==> src/logic/pucs_pkg.sv <==
package pucs_pkg;
  // external-data address of the first configuration byte
  localparam logic [15:0] PUCS_CFG_ONE_XADDR = 16'hFD00;
  localparam logic [7:0]  PUCS_ERASED_BYTE = 8'hFF;
  localparam logic [7:0]  PUCS_ZERO_BYTE   = 8'h00;

  // field positions in user_config_byte_one
  localparam int PUCS_WDOG_FUSE_BIT = 7;
  localparam int PUCS_PIN_DIS_BIT   = 6;
  localparam int PUCS_PORT_HI_BIT   = 5;
  localparam int PUCS_BROWNOUT_BIT  = 4;
  localparam int PUCS_CLK_RATE_BIT  = 3;
  localparam int PUCS_OSC_LSB  = 0;
  localparam int PUCS_OSC_W    = 3;

  // non-volatile cell indices and security bit positions
  localparam int         PUCS_NVM_AW       = 2;
  localparam int         PUCS_NVM_DEPTH    = 3;
  localparam logic [1:0] PUCS_NVM_CFG1     = 2'h0;
  localparam logic [1:0] PUCS_NVM_CFG2     = 2'h1;
  localparam logic [1:0] PUCS_NVM_SEC      = 2'h2;
  localparam int         PUCS_SEC_ONE_BIT      = 0;
  localparam int         PUCS_SEC_TWO_BIT      = 1;
  localparam logic [7:0] PUCS_SEC_ONE_PROG_VAL = 8'hFE;
  localparam logic [7:0] PUCS_SEC_TWO_PROG_VAL = 8'hFD;
  localparam logic [1:0] PUCS_SEC_ERASED       = 2'h3;

  typedef enum logic [2:0] {
    PUCS_OSC_HF_XTAL = 3'h0,
    PUCS_OSC_MF_XTAL = 3'h1,
    PUCS_OSC_LF_XTAL = 3'h2,
    PUCS_OSC_INT_RC  = 3'h3,
    PUCS_OSC_EXT_CLK = 3'h7
  } pucs_osc_t;

  typedef enum logic [2:0] {
    PUCS_CMD_PROG_CODE = 3'h0,
    PUCS_CMD_VERIFY    = 3'h1,
    PUCS_CMD_PROG_CFG1 = 3'h2,
    PUCS_CMD_PROG_CFG2 = 3'h3,
    PUCS_CMD_PROG_SEC_ONE = 3'h4,
    PUCS_CMD_PROG_SEC_TWO = 3'h5
  } pucs_cmd_t;

  typedef enum logic [1:0] {
    PUCS_ST_START = 2'b00,
    PUCS_ST_RDCFG = 2'b01,
    PUCS_ST_RDSEC = 2'b11,
    PUCS_ST_RUN   = 2'b10
  } pucs_state_t;

  // protection decision for one programming command
  function automatic logic pucs_cmd_allowed(input logic [2:0] cmd,
                                            input logic       sec_one,
                                            input logic       sec_two);
    logic ok;
    ok = 1'b0;
    if (sec_one && sec_two) begin
      ok = (cmd <= PUCS_CMD_PROG_SEC_ONE);
    end else if (!sec_one && sec_two) begin
      ok = (cmd == PUCS_CMD_VERIFY) || (cmd == PUCS_CMD_PROG_SEC_TWO);
    end
    return ok;
  endfunction
endpackage

==> src/logic/pucs_top.sv <==
`timescale 1ns/1ps
// Summary of operation
// - configuration is captured once after each reset; the program cannot change it.
// - configuration bytes are programmed through the same command port as code.
// - reading external-data address FD00h returns configuration byte one, read-only.
// - reset-pin-disable set makes the shared pin a plain input, no reset.
// - both security bits unprogrammed: verify and programming allowed, except programming security bit two.
// - only security bit one programmed: programming refused, verify still allowed.
// - only security bit one programmed: security bit two may still be programmed.
// - both security bits programmed: verify and programming are all refused.
module pucs_top
  import pucs_pkg::*;
#(
  parameter int CODE_AW = 12
) (
  input  wire logic               I_REF_CLK,
  input  wire logic               I_NRST,
  input  wire logic               I_XDATA_RD,
  input  wire logic [15:0]        I_XDATA_ADDR,
  input  wire logic               I_PROG_REQ,
  input  wire logic [2:0]         I_PROG_CMD,
  input  wire logic [CODE_AW-1:0] I_PROG_ADDR,
  input  wire logic [7:0]         I_PROG_DATA,
  input  wire logic               I_SHARED_RESET_INPUT_PIN,
  output logic                    O_XDATA_VALID,
  output logic      [7:0]         O_XDATA_RDATA,
  output logic                    O_PROG_DONE,
  output logic                    O_PROG_REFUSED,
  output logic                    O_PMEM_WR,
  output logic                    O_PMEM_RD,
  output logic      [CODE_AW-1:0] O_PMEM_ADDR,
  output logic      [7:0]         O_PMEM_WDATA,
  output logic                    O_CONFIG_READY,
  output logic                    O_PIN_RESET_REQ,
  output logic                    O_SHARED_PIN_IN,
  output logic                    O_PORT_RESET_LEVEL,
  output logic      [2:0]         O_OSC_SELECT,
  output logic                    O_OSC_RESERVED,
  output logic      [1:0]         O_SECURITY
);
  pucs_state_t     state_q;
  logic [7:0]      cfg1_q;
  logic [1:0]      sec_q;
  logic [7:0]      nvm_rdata;
  logic [1:0]      nvm_raddr;
  logic            nvm_we;
  logic [1:0]      nvm_waddr;
  logic [7:0]      nvm_wdata;
  logic            ready;
  logic            cmd_ok;
  logic            accept;
  logic            pin_s1_q, pin_s2_q, pin_s3_q, pin_q;
  logic [2:0]      osc_field;

  assign ready     = (state_q == PUCS_ST_RUN);
  assign cmd_ok    = pucs_cmd_allowed(I_PROG_CMD, sec_q[PUCS_SEC_ONE_BIT],
                                      sec_q[PUCS_SEC_TWO_BIT]);
  assign accept    = I_PROG_REQ && ready && cmd_ok;
  assign osc_field = cfg1_q[PUCS_OSC_LSB +: PUCS_OSC_W];

  // power-up load: read byte one, then the security cell
  always_ff @(posedge I_REF_CLK or negedge I_NRST) begin
    if (!I_NRST) begin
      state_q <= PUCS_ST_START;
    end else begin
      unique case (state_q)
        PUCS_ST_START: state_q <= PUCS_ST_RDCFG;
        PUCS_ST_RDCFG: state_q <= PUCS_ST_RDSEC;
        PUCS_ST_RDSEC: state_q <= PUCS_ST_RUN;
        PUCS_ST_RUN:   state_q <= PUCS_ST_RUN;
      endcase
    end
  end

  always_comb begin
    nvm_raddr = PUCS_NVM_CFG1;
    if (state_q == PUCS_ST_RDCFG) begin
      nvm_raddr = PUCS_NVM_SEC;
    end
  end

  // configuration shadow is written only during the load
  always_ff @(posedge I_REF_CLK or negedge I_NRST) begin
    if (!I_NRST) begin
      cfg1_q <= PUCS_ERASED_BYTE;
    end else if (state_q == PUCS_ST_RDCFG) begin
      cfg1_q <= nvm_rdata;
    end
  end

  // security state is live: a programmed bit takes effect at once
  always_ff @(posedge I_REF_CLK or negedge I_NRST) begin
    if (!I_NRST) begin
      sec_q <= PUCS_SEC_ERASED;
    end else if (state_q == PUCS_ST_RDSEC) begin
      sec_q <= {nvm_rdata[PUCS_SEC_TWO_BIT], nvm_rdata[PUCS_SEC_ONE_BIT]};
    end else if (accept && I_PROG_CMD == PUCS_CMD_PROG_SEC_ONE) begin
      sec_q[PUCS_SEC_ONE_BIT] <= 1'b0;
    end else if (accept && I_PROG_CMD == PUCS_CMD_PROG_SEC_TWO) begin
      sec_q[PUCS_SEC_TWO_BIT] <= 1'b0;
    end
  end

  // configuration and security cells use the code programming path
  always_comb begin
    nvm_we    = 1'b0;
    nvm_waddr = PUCS_NVM_CFG1;
    nvm_wdata = I_PROG_DATA;
    if (accept) begin
      unique case (I_PROG_CMD)
        PUCS_CMD_PROG_CFG1: begin
          nvm_we = 1'b1;
        end
        PUCS_CMD_PROG_CFG2: begin
          nvm_we    = 1'b1;
          nvm_waddr = PUCS_NVM_CFG2;
        end
        PUCS_CMD_PROG_SEC_ONE: begin
          nvm_we    = 1'b1;
          nvm_waddr = PUCS_NVM_SEC;
          nvm_wdata = PUCS_SEC_ONE_PROG_VAL;
        end
        PUCS_CMD_PROG_SEC_TWO: begin
          nvm_we    = 1'b1;
          nvm_waddr = PUCS_NVM_SEC;
          nvm_wdata = PUCS_SEC_TWO_PROG_VAL;
        end
        default: begin
          nvm_we = 1'b0;
        end
      endcase
    end
  end

  pucs_nvm #(
    .AW    (PUCS_NVM_AW),
    .DEPTH (PUCS_NVM_DEPTH)
  ) u_nvm (
    .i_clk   (I_REF_CLK),
    .i_we    (nvm_we),
    .i_waddr (nvm_waddr),
    .i_wdata (nvm_wdata),
    .i_raddr (nvm_raddr),
    .o_rdata (nvm_rdata)
  );

  // command answer: one pulse, done or refused, the cycle after the request
  always_ff @(posedge I_REF_CLK or negedge I_NRST) begin
    if (!I_NRST) begin
      O_PROG_DONE    <= 1'b0;
      O_PROG_REFUSED <= 1'b0;
      O_PMEM_WR      <= 1'b0;
      O_PMEM_RD      <= 1'b0;
    end else begin
      O_PROG_DONE    <= accept;
      O_PROG_REFUSED <= I_PROG_REQ && !accept;
      O_PMEM_WR      <= accept && (I_PROG_CMD == PUCS_CMD_PROG_CODE);
      O_PMEM_RD      <= accept && (I_PROG_CMD == PUCS_CMD_VERIFY);
    end
  end

  always_ff @(posedge I_REF_CLK or negedge I_NRST) begin
    if (!I_NRST) begin
      O_PMEM_ADDR  <= '0;
      O_PMEM_WDATA <= PUCS_ZERO_BYTE;
    end else if (accept) begin
      O_PMEM_ADDR  <= I_PROG_ADDR;
      O_PMEM_WDATA <= I_PROG_DATA;
    end
  end

  // read-only byte in external-data space
  always_ff @(posedge I_REF_CLK or negedge I_NRST) begin
    if (!I_NRST) begin
      O_XDATA_VALID <= 1'b0;
      O_XDATA_RDATA <= PUCS_ZERO_BYTE;
    end else begin
      O_XDATA_VALID <= I_XDATA_RD && ready && (I_XDATA_ADDR == PUCS_CFG_ONE_XADDR);
      O_XDATA_RDATA <= PUCS_ZERO_BYTE;
      if (I_XDATA_RD && ready && (I_XDATA_ADDR == PUCS_CFG_ONE_XADDR)) begin
        O_XDATA_RDATA <= cfg1_q;
      end
    end
  end

  // shared pin: three stages, a change counts when the last two agree
  always_ff @(posedge I_REF_CLK or negedge I_NRST) begin
    if (!I_NRST) begin
      pin_s1_q <= 1'b0;
      pin_s2_q <= 1'b0;
      pin_s3_q <= 1'b0;
      pin_q    <= 1'b0;
    end else begin
      pin_s1_q <= I_SHARED_RESET_INPUT_PIN;
      pin_s2_q <= pin_s1_q;
      pin_s3_q <= pin_s2_q;
      if (pin_s2_q == pin_s3_q) begin
        pin_q <= pin_s3_q;
      end
    end
  end

  always_ff @(posedge I_REF_CLK or negedge I_NRST) begin
    if (!I_NRST) begin
      O_PIN_RESET_REQ <= 1'b0;
      O_SHARED_PIN_IN <= 1'b0;
    end else begin
      O_PIN_RESET_REQ <= ready && pin_q && !cfg1_q[PUCS_PIN_DIS_BIT];
      O_SHARED_PIN_IN <= ready && pin_q && cfg1_q[PUCS_PIN_DIS_BIT];
    end
  end

  // configuration outputs
  always_ff @(posedge I_REF_CLK or negedge I_NRST) begin
    if (!I_NRST) begin
      O_CONFIG_READY     <= 1'b0;
      O_PORT_RESET_LEVEL <= 1'b1;
      O_OSC_SELECT       <= PUCS_OSC_EXT_CLK;
      O_OSC_RESERVED     <= 1'b0;
      O_SECURITY         <= PUCS_SEC_ERASED;
    end else begin
      O_CONFIG_READY     <= ready;
      O_PORT_RESET_LEVEL <= cfg1_q[PUCS_PORT_HI_BIT];
      O_OSC_SELECT       <= osc_field;
      O_OSC_RESERVED     <= (osc_field > PUCS_OSC_INT_RC) && (osc_field != PUCS_OSC_EXT_CLK);
      O_SECURITY         <= sec_q;
    end
  end
endmodule

==> src/logic/pucs_nvm.sv <==
`timescale 1ns/1ps
// non-volatile cell array; programming can only clear bits
module pucs_nvm
  import pucs_pkg::*;
#(
  parameter int AW    = PUCS_NVM_AW,
  parameter int DEPTH = PUCS_NVM_DEPTH
) (
  input  wire logic          i_clk,
  input  wire logic          i_we,
  input  wire logic [AW-1:0] i_waddr,
  input  wire logic [7:0]    i_wdata,
  input  wire logic [AW-1:0] i_raddr,
  output logic      [7:0]    o_rdata
);
  // an unprogrammed part holds the erased value in every cell; reset never clears it
  logic [7:0] cell_q [DEPTH] = '{default: PUCS_ERASED_BYTE};

  always_ff @(posedge i_clk) begin
    if (i_we) begin
      cell_q[i_waddr] <= cell_q[i_waddr] & i_wdata;
    end
  end

  always_ff @(posedge i_clk) begin
    o_rdata <= cell_q[i_raddr];
  end
endmodule

==> config.mk <==
export PLATFORM = sky130hd
export DESIGN_NAME = pucs_top
export DESIGN_NICKNAME = d
export VERILOG_FILES = /design/src/logic/pucs_pkg.sv /design/src/logic/pucs_top.sv /design/src/logic/pucs_nvm.sv
export SDC_FILE = /design/constraint.sdc
export NUM_CORES = 1
export LEC_CHECK = 0
export ABC_AREA = 1
export ABC_CLOCK_PERIOD_IN_PS = 7250
export BUFFER_PORTS_ARGS = -buffer_cell sky130_fd_sc_hd__buf_2
export CORE_ASPECT_RATIO = 1.25
export CORE_MARGIN = 1.5
export CORE_UTILIZATION = 35
export DETAILED_ROUTE_END_ITERATION = 8
export HOLD_SLACK_MARGIN = 0.15
export PLACE_DENSITY = 0.53
export SYNTH_ARGS = -nofsm -noshare
export SYNTH_HDL_FRONTEND = slang
export SYNTH_HIERARCHICAL = 1
export SYNTH_SLANG_ARGS = --single-unit
==> constraint.sdc <==
create_clock -name I_REF_CLK -period 7.25 [get_ports I_REF_CLK]
set_input_delay 0.725 -clock I_REF_CLK [delete_from_list [all_inputs] [get_ports I_REF_CLK]]
set_output_delay 0.725 -clock I_REF_CLK [all_outputs]
set_load 0.03 [all_outputs]
==> After elaboration in Yosys (flattened, before gate mapping) <==
Memory sizes are Yosys's and may differ from the RTL's. A register that Yosys moved wholly into a read port is not among the register bits.
Index checks and enable logic that the tools add are counted.
{ "classes": {"order_cmp": 2, "n_eq_ne": 12, "muxes": 17, "bitwise": 1, "reduce_logical": 27} }
{ "ops": {"columns": ["cell", "count"], "rows": [
  ["$eq A16 B16 Y1 const B", 1],
  ["$mux W8", 2],
  ["$pmux W8 S2", 1],
  ["$logic_and A1 B1 Y1", 15],
  ["$mux W1", 9],
  ["$and A8 B8 Y8", 1],
  ["$eq A3 B2 Y1 const B", 2],
  ["$eq A3 B3 Y1 const B", 2],
  ["$mux W2", 3],
  ["$pmux W2 S3", 1],
  ["$eq A2 B2 Y1 const B", 2],
  ["$pmux W2 S2", 1],
  ["$reduce_bool A2 Y1", 2],
  ["$reduce_or A2 Y1", 2],
  ["$reduce_or A4 Y1", 1],
  ["$eq A3 B1 Y1 const B", 1],
  ["$gt A3 B2 Y1 const B", 1],
  ["$le A3 B3 Y1 const B", 1],
  ["$logic_not A1 Y1", 3],
  ["$logic_not A3 Y1", 1],
  ["$ne A3 B3 Y1 const B", 1],
  ["$eq A2 B1 Y1 const B", 1],
  ["$logic_not A2 Y1", 1],
  ["$ne A2 B2 Y1 const B", 1],
  ["3 further kinds", 3]
]} }
{ "word_totals": {"reg_bits": 59, "mem_bits_rw": 24, "inputBits": 44, "out_inout_bits": 43, "elab_cells": 83, "memories": 1} }
{ "memory_table": {"columns": ["memory", "words", "width", "read_ports", "rd_ports_with_merged_regs", "write_ports", "line", "text"], "rows": [
  ["u_nvm.cell_q", 3, 8, 2, 1, 1, "pucs_nvm.sv:17", "logic [7:0] cell_q [DEPTH] = '{default: PUCS_ERASED_BYTE};"]
]} }

==> Longest topological paths before layout <==
Gate-level depths: netlist of run 1.
{ "depth": {"word_depth": 9, "mapped_depth": 13, "mapped_depth_nobuf": 12} }

==> Cells and area by module <==
Netlist of run 1, hierarchy kept.
{ "modules_own_cells": {"columns": ["mod", "n_inst", "cells_per_inst", "area_each_um2", "seq_area_each_um2"], "rows": [
  ["pucs_top", 1, 245, 2343.5, 1496.4],
  ["pucs_nvm", 1, 125, 1291.2, 880.8]
]} }

==> Worst setup path after synthesis of run 1 <==
OpenSTA, ideal clock, no wires.
{ "synth_path": {"kind": "in2reg", "startpoint": "input port I_PROG_REQ", "endpoint": "memory u_nvm.cell_q[2][0], enable pin", "setup_time_ns": 0.383, "arrival_time_ns": 2.272, "required_time_ns": 6.867, "path_slack_ns": 4.594, "path_stages": 9, "path_buffers": 1, "path_cell_list": "nand2_1 nor2_8 nand2_4 nor2_8 nand2_1 inv_1 buf_6 inv_4 nor3_1"} }
{ "synth_via": {"word_cells_on_any_way": 6, "cone_classes": "mux: 4; reduce/logical: 2"} }
{ "synth_rtl": {"columns": ["item", "line", "text"], "rows": [
  ["start: declaration", "pucs_top.sv:20", "input wire logic I_PROG_REQ,"],
  ["$logic_and A1 B1 Y1 (2 in series)", "pucs_top.sv:58", "assign accept = I_PROG_REQ && ready && cmd_ok;"],
  ["$mux W2", "pucs_top.sv:109", "if (accept) begin"],
  ["via nvm_waddr[1]", "pucs_top.sv:47", "logic [1:0] nvm_waddr;"],
  ["end: declaration", "pucs_nvm.sv:17", null]
]} }
The timed path passes the listed nets, and every way through them passes these cells.

==> Final worst setup path of run 1 <==
{ "layout_path": {"startpoint": "register sec_q[1]", "endpoint": "memory u_nvm.cell_q[2][3], enable pin"} }
{ "layout_via": {"word_cells_on_any_way": 9, "cone_classes": "mux: 6; reduce/logical: 3"} }
{ "layout_rtl": {"columns": ["item", "line", "text"], "rows": [
  ["start: declaration", "pucs_top.sv:43", "logic [1:0] sec_q;"],
  ["start signal: assignment", "pucs_top.sv:96", "sec_q <= {nvm_rdata[PUCS_SEC_TWO_BIT], nvm_rdata[PUCS_SEC_ONE_BIT]};"],
  ["$logic_and A1 B1 Y1", "pucs_pkg.sv:60", "end else if (!sec_one && sec_two) begin"],
  ["$mux W1", "pucs_pkg.sv:60", null],
  ["$mux W1 *", "pucs_pkg.sv:58", "if (sec_one && sec_two) begin"],
  ["$logic_and A1 B1 Y1 *", "pucs_top.sv:58", null],
  ["$mux W2 *", "pucs_top.sv:109", null],
  ["via nvm_waddr[1]", "pucs_top.sv:47", null]
]} }
The timed path passes the listed nets; every way through them passes the cells marked *.

==> qor.yml, run 1 <==
num_rows: 41
total_power_mw: 1.193
worst_pin_slew_ps: 1140
io_pins: 87
clock_sinks: 91
pwr-share-clk_pct: 38.0
area_growth_pct: 22.69
clk_path_buf_depth: 2
ant_nets: 0
dp_hpwl_um: 5426
cp-end-kind: "register"
fillers: 974
grt_antenna_before_repair: 0
wl_met1_um: 3200
io_buffer_count: 86
initial_core_util_pct: 35.97
num_vias: 2649
timing.final.max_slew_violations: 0
start_kind: "register"
p_comb_share_pct: 13.3
cts_tree: "yes"
met2_length_um: 3683
hold_class: "register to register"
syn_inst: 370
slew-limit-headroom_pct: 23.40
setup_viol: 0
grt_pass1_vias: 2461
p_leak_nw: 2.257
synth-warning-count: 6
drt-pass1-iter-count: 4
cts-root-buf: "clkbuf_16"
grt.total_usage_pct: 14.80
place_ws_ps: 3824
cellPowerDensity_nw_per_um2: 267.6
critical_path_arrival_ps: 3040
synth_fp_nets: 414
design_area_um2: 4459
peakVddDrop_mv: 0.1517
drive_above_1_share_pct: 28.88
postCtsSetupBuffers: 0
synth-seq-cells: 91
period_share_pct: 42.44
drtIter0Drc: 195
fin_nets: 503
synth_top_cell_area_share_pct: 29.60
period_needed_ps: 3077
fin_ws_ps: 4173
ys_seq_area_share_pct: 65.40
p_int_mw: 0.8663
rsz0062_at_grt: "false"
path_class: "register to register"
hold_buffers: 0
grt_pass1_wl_um: 12210
outcome: "complete, no violations"
avgSynthCellArea_um2: 9.824
diodes: 0
die_w_um: 94.15
required_ps: 7210
wl_met3_um: 348
crit_fanout: 24
gr-total-overflow: 0
mostFrequentLayoutCell: "nand2_1"
p_sw_share_pct: 27.40
synth_area_um2: 3635
coreArea_um2: 10110
finalWirelength_um: 7403
grt_max_degree: 60
drc: 0
wl_per_cell_um: 12.48
tns_ps: 0
drv_cap: 0
dpl-instance-area_um2: 4163
synth_top_cell_by_area: "dfrtp_1"
top_layer: "met4"
hold_violations: 0
ctsResizeCount: 0
ys_types: 28
gp_congestion: 0.8322
synth.area.top_cells: "dfrtp_1 (30%), edfxtp_1 (20%), nand2_1 (14%)"
vias_per_cell: 4.467
finClkSkew_ps: 5.332
fmax_mhz: 325.0
cts_buffers: 9
clk_pin_slew_ps: 60
final_cell_mix: "nand2_1 (134), buf_2 (86), dfrtp_1 (43), inv_1 (36), edfxtp_1 (24)"
die-area_um2: 11010
fp.dieH_um: 116.9
h-tree-depth: 3
p_sw_mw: 0.3269
seqPwrFrac_pct: 48.7
clock_latency_ps: 340
worst paths after layout:
kind | start | endpoint | slack [ps] | cells past startpoint
worst max-delay path | sec_q[1]$_DFFE_PN1P_ | u_nvm/cell_q[2][3]$_DFFE_PP_ | 4170 | 8
worst min-delay path | pin_s1_q$_DFF_PN0_ | pin_s2_q$_DFF_PN0_ | 350 | 0
worst max register to register | sec_q[1]$_DFFE_PN1P_ | u_nvm/cell_q[2][3]$_DFFE_PP_ | 4170 | 8
worst min register to register | pin_s1_q$_DFF_PN0_ | pin_s2_q$_DFF_PN0_ | 350 | 0
max in group asynchronous | I_NRST | O_XDATA_RDATA[1]$_DFF_PN0_ | 6260 | 2
min in group asynchronous | I_NRST | pin_s3_q$_DFF_PN0_ | 520 | 2
state kept, by name, indices dropped and copies added, names as in the netlist, 2 cells and up:
register       cells
O_OSC_SELECT       3
u_nvm/cell_q      24
state_q            2
O_XDATA_RDATA      8
O_PMEM_WDATA       8
cfg1_q             8
sec_q              2
O_PMEM_ADDR       12
O_SECURITY         2
u_nvm/o_rdata      8
metal layers:
layer | GRT usage (%) | up-vias
met2 | 24.70 | 66
met1 | 17.92 | 1223
met4 | 7.463 | 0
met3 | 3.488 | 11
li1 | - | 1349
met5 | 0 | -
power by group through the flow:
stage | logic [mW] | clock network [mW] | registers, mW
3_5_place_dp | 0.162 | 0 | 0.591
4_1_cts | 0.162 | 0.466 | 0.581
6_report | 0.159 | 0.454 | 0.581
3_3_place_gp | 0.161 | 0 | 0.589
2_1_floorplan | 0.0464 | 0 | 0.646
5_1_grt | 0.175 | 0.487 | 0.584
through the flow:
step,std cells,hold slack (ps),util [%]
4_1_cts,593,349.1,44.13
3_3_place_gp,577,340.2,41.19
2_1_floorplan,370,331.2,-
6_report,593,347.5,44.13
5_1_grt,593,360.0,44.13
3_5_place_dp,577,334.7,41.19
synth_stat cells, drive strengths merged:
cell type	number
nand2	137
dfrtp	43
inv	40
nor2	27
edfxtp	24
a21oi	18
nand3	18
dfstp	16
nor3	13
o21ai	10
buf	8
dfxtp	8
nand4	2
and3	1
clkbuf	1
conb	1
maj3	1
nand3b	1
o211ai	1
logic make-up after synthesis:
logic type | count (synthesis) | synth area share [%]
buffers and inverters | 49 | 6.162
other | 1 | 0.1032
and+or+nand+nor | 199 | 23.61
DFF | 91 | 65.40
AOI/OAI and AO/OA | 29 | 4.441
adders and majority gates | 1 | 0.2754
layout make-up:
type / count / area (um2) / area share, %
clock buffers: 10 / 250.2 / 5.612
clock inverters: 6 / 46.29 / 1.038
inverters: 40 / 152.6 / 3.423
multi-input cells: 230 / 1033 / 23.18
flip-flops and latches: 91 / 2377 / 53.31
well taps: 129 / 161.4 / 3.620
repair buffers: 87 / 437.9 / 9.820
worst max-delay path, cell delays in order, from the launching register on:
cell and delay, ps:
dfstp_2 540, nand2_1 120, nor2_8 170, nand2_4 90, nor2_8 280, nand2_1 220, inv_1 340, inv_4 110
nor3_1 840
Note: power is estimated with default switching activity, not from simulation.
==> run 2, diff against run 1 <==
--- a/config.mk
+++ b/config.mk
@@ -6,7 +6,7 @@
 export NUM_CORES = 1
 export LEC_CHECK = 0
 export ABC_AREA = 1
-export ABC_CLOCK_PERIOD_IN_PS = 7250
+export ABC_CLOCK_PERIOD_IN_PS = 2900
 export BUFFER_PORTS_ARGS = -buffer_cell sky130_fd_sc_hd__buf_2
 export CORE_ASPECT_RATIO = 1.25
 export CORE_MARGIN = 1.5
==> constraint.sdc (replaced) <==
create_clock -name I_REF_CLK -period 2.9 [get_ports I_REF_CLK]
set_input_delay 0.29 -clock I_REF_CLK [delete_from_list [all_inputs] [get_ports I_REF_CLK]]
set_output_delay 0.29 -clock I_REF_CLK [all_outputs]
set_load 0.03 [all_outputs]
==> run 2 against run 1 <==
Compared with the run above:
- global-route usage up 0.077 points
- non-clock buffer count grew 15
- clock power rose to 2.5 times the previous value
- cell count up 2.5%
==> qor.yml, run 2 (synthesis gave the netlist of run 1 again) <==
initial_core_util_pct: 35.97  # unchanged
io_buffer_count: 86  # unchanged
clk_pin_slew_ps: 60  # about the same
ctsResizeCount: 0  # unchanged
crit_end: "u_nvm/cell_q[2][7]$_DFFE_PP_"
rrSetupSlack_ps: 570  # -3610 ps
r2r-end: "u_nvm/cell_q[2][7]$_DFFE_PP_"
fillers: 992  # +1.8%
hold_buffers: 8  # +8
setup_viol: 0  # unchanged
period_share_pct: 80.45  # +38 points
finClkSkew_ps: 3.791  # -1.541 ps
cp-end-kind: "register"
grt_pass1_vias: 2547  # +3.5%
seqPwrFrac_pct: 48.4  # -0.3 points
required_ps: 2940  # -4270 ps
p_sw_share_pct: 26.10  # -1.3 points
holdCritStartpoint: "I_PROG_ADDR[3]"
gr-total-overflow: 0  # unchanged
hold_class: "input port to register"
die_w_um: 94.15  # unchanged
mostFrequentLayoutCell: "nand2_1"
p_leak_nw: 2.330  # +3.2%
grt_pass1_wl_um: 12380  # +1.4%
crit_fanout: 11  # -54%
io_pins: 87  # unchanged
outcome: "complete, no violations"
largest_reg_flops: 24  # unchanged
reg2reg_from: "sec_q[1]$_DFFE_PN1P_"
drt-pass1-iter-count: 4  # unchanged
grt.total_usage_pct: 14.88  # +0.077 points
p_sw_mw: 0.7824  # +140%
grt_max_degree: 34  # -43%
path_class: "register to register"
crit_start: "sec_q[1]$_DFFE_PN1P_"
diodes: 0  # unchanged
die-area_um2: 11010  # unchanged
coreArea_um2: 10110  # unchanged
fin_nets: 518  # +3.0%
timing.final.max_slew_violations: 0  # unchanged
postCtsSetupBuffers: 0  # unchanged
drtIter0Drc: 150  # -23%
hold_violations: 0  # unchanged
drv_cap: 0  # unchanged
finalWirelength_um: 7507  # +1.4%
fp.dieH_um: 116.9  # unchanged
cts_buffers: 9  # unchanged
period_needed_ps: 2333  # -744.1 ps
p_int_mw: 2.215  # +160%
p_comb_share_pct: 13.6  # +0.3 points
num_rows: 41  # unchanged
slew-limit-headroom_pct: 46.41  # +23 points
top_register: "u_nvm/cell_q"
dp_hpwl_um: 5477  # +0.94%
start_kind: "register"
grt_antenna_before_repair: 0  # unchanged
ant_nets: 0  # unchanged
cts-root-buf: "clkbuf_16"
pwr-share-clk_pct: 38.0  # about the same
tns_ps: 0  # unchanged
reg2regPathDepth: 9  # +1
h-tree-depth: 3  # unchanged
critical_path_arrival_ps: 2370  # -670 ps
gp_congestion: 0.8008  # -3.8%
reg_top3: "u_nvm/cell_q x24, O_PMEM_ADDR x12"
regArea_um2: 2377  # unchanged
clk_path_buf_depth: 2  # unchanged
multi_input_area_um2: 1033  # unchanged
fmax_mhz: 428.6  # +32%
final_cell_mix: "nand2_1 (134), buf_2 (86), dfrtp_1 (43), inv_1 (36), edfxtp_1 (24)"
vias_per_cell: 4.428  # -0.88%
drc: 0  # unchanged
cellPowerDensity_nw_per_um2: 652.2  # +140%
rsz0062_at_grt: "false"
dpl-instance-area_um2: 4215  # +1.3%
worst_pin_slew_ps: 801.0  # -339.2 ps
num_vias: 2692  # +1.6%
peakVddDrop_mv: 0.3266  # +120%
clock_latency_ps: 330  # about the same
area_growth_pct: 26.44
wl_per_cell_um: 12.35  # -1.1%
final_util_pct: 45.47  # +1.3 points
clock_sinks: 91  # unchanged
finalHoldWorstSlack_ps: 157.7  # -189.8 ps
design_area_um2: 4596  # +3.1%
drive_above_1_share_pct: 29.23  # +0.35 points
cts_tree: "yes"
-- run 2: layer usage --
layer	wire length (um)	vias to the layer above	GRT usage (%)
li1	-	1374	-
met1	3352	1236	18.90
met2	3694	75	24.51
met3	355	7	3.553
met4	104	0	5.970
met5	0	-	0
-- run 2: worst max-delay path, cell delays in order, from the launching register on --
cell and delay, ps:
dfstp_2 540, nand2_1 120, nor2_8 170, nand2_4 90, nor2_8 80, nand2_1 150
inv_1 360, inv_4 110, nor3_1 190, buf_4 220
-- run 2: power groups by stage --
stage          sequential (mW)  clock, mW  combinational, mW
2_1_floorplan             1.61          0              0.116
3_3_place_gp              1.47          0              0.403
3_5_place_dp              1.47          0              0.406
4_1_cts                   1.45       1.17              0.415
5_1_grt                   1.46       1.22              0.450
6_report                  1.45       1.14              0.409
-- run 2: worst min-delay path by stage --
stage                                       endpoint  slack [ps]  depth (start not counted)
after floorplan             O_CONFIG_READY$_DFF_PN0_          -6                          0
after global placement             pin_q$_DFFE_PN0N_         330                          1
final                     O_PMEM_ADDR[3]$_DFFE_PN0P_         160                          3
after detailed placement          pin_s3_q$_DFF_PN0_         330                          1
after global routing        O_PROG_REFUSED$_DFF_PN0_         160                          3
after CTS                 O_PMEM_ADDR[4]$_DFFE_PN0P_         150                          3
-- run 2: cell type report --
class,instances,area share (%)
Tap cell,129,3.512
Clock buffer,13,6.126
Inverter,40,3.322
Sequential cell,91,51.73
Timing Repair Buffer,102,12.41
Multi-Input combinational cell,230,22.49
Clock inverter,3,0.4084
-- run 2: stage by stage --
step / cells / total power, mW / worst slack (ps)
floorplan: 370 / 1.730 / 446.6
global placement: 584 / 1.876 / 636.7
detailed placement: 584 / 1.881 / 573.6
CTS: 608 / 3.038 / 555.2
global route: 608 / 3.131 / 389.7
finish: 608 / 2.997 / 566.8
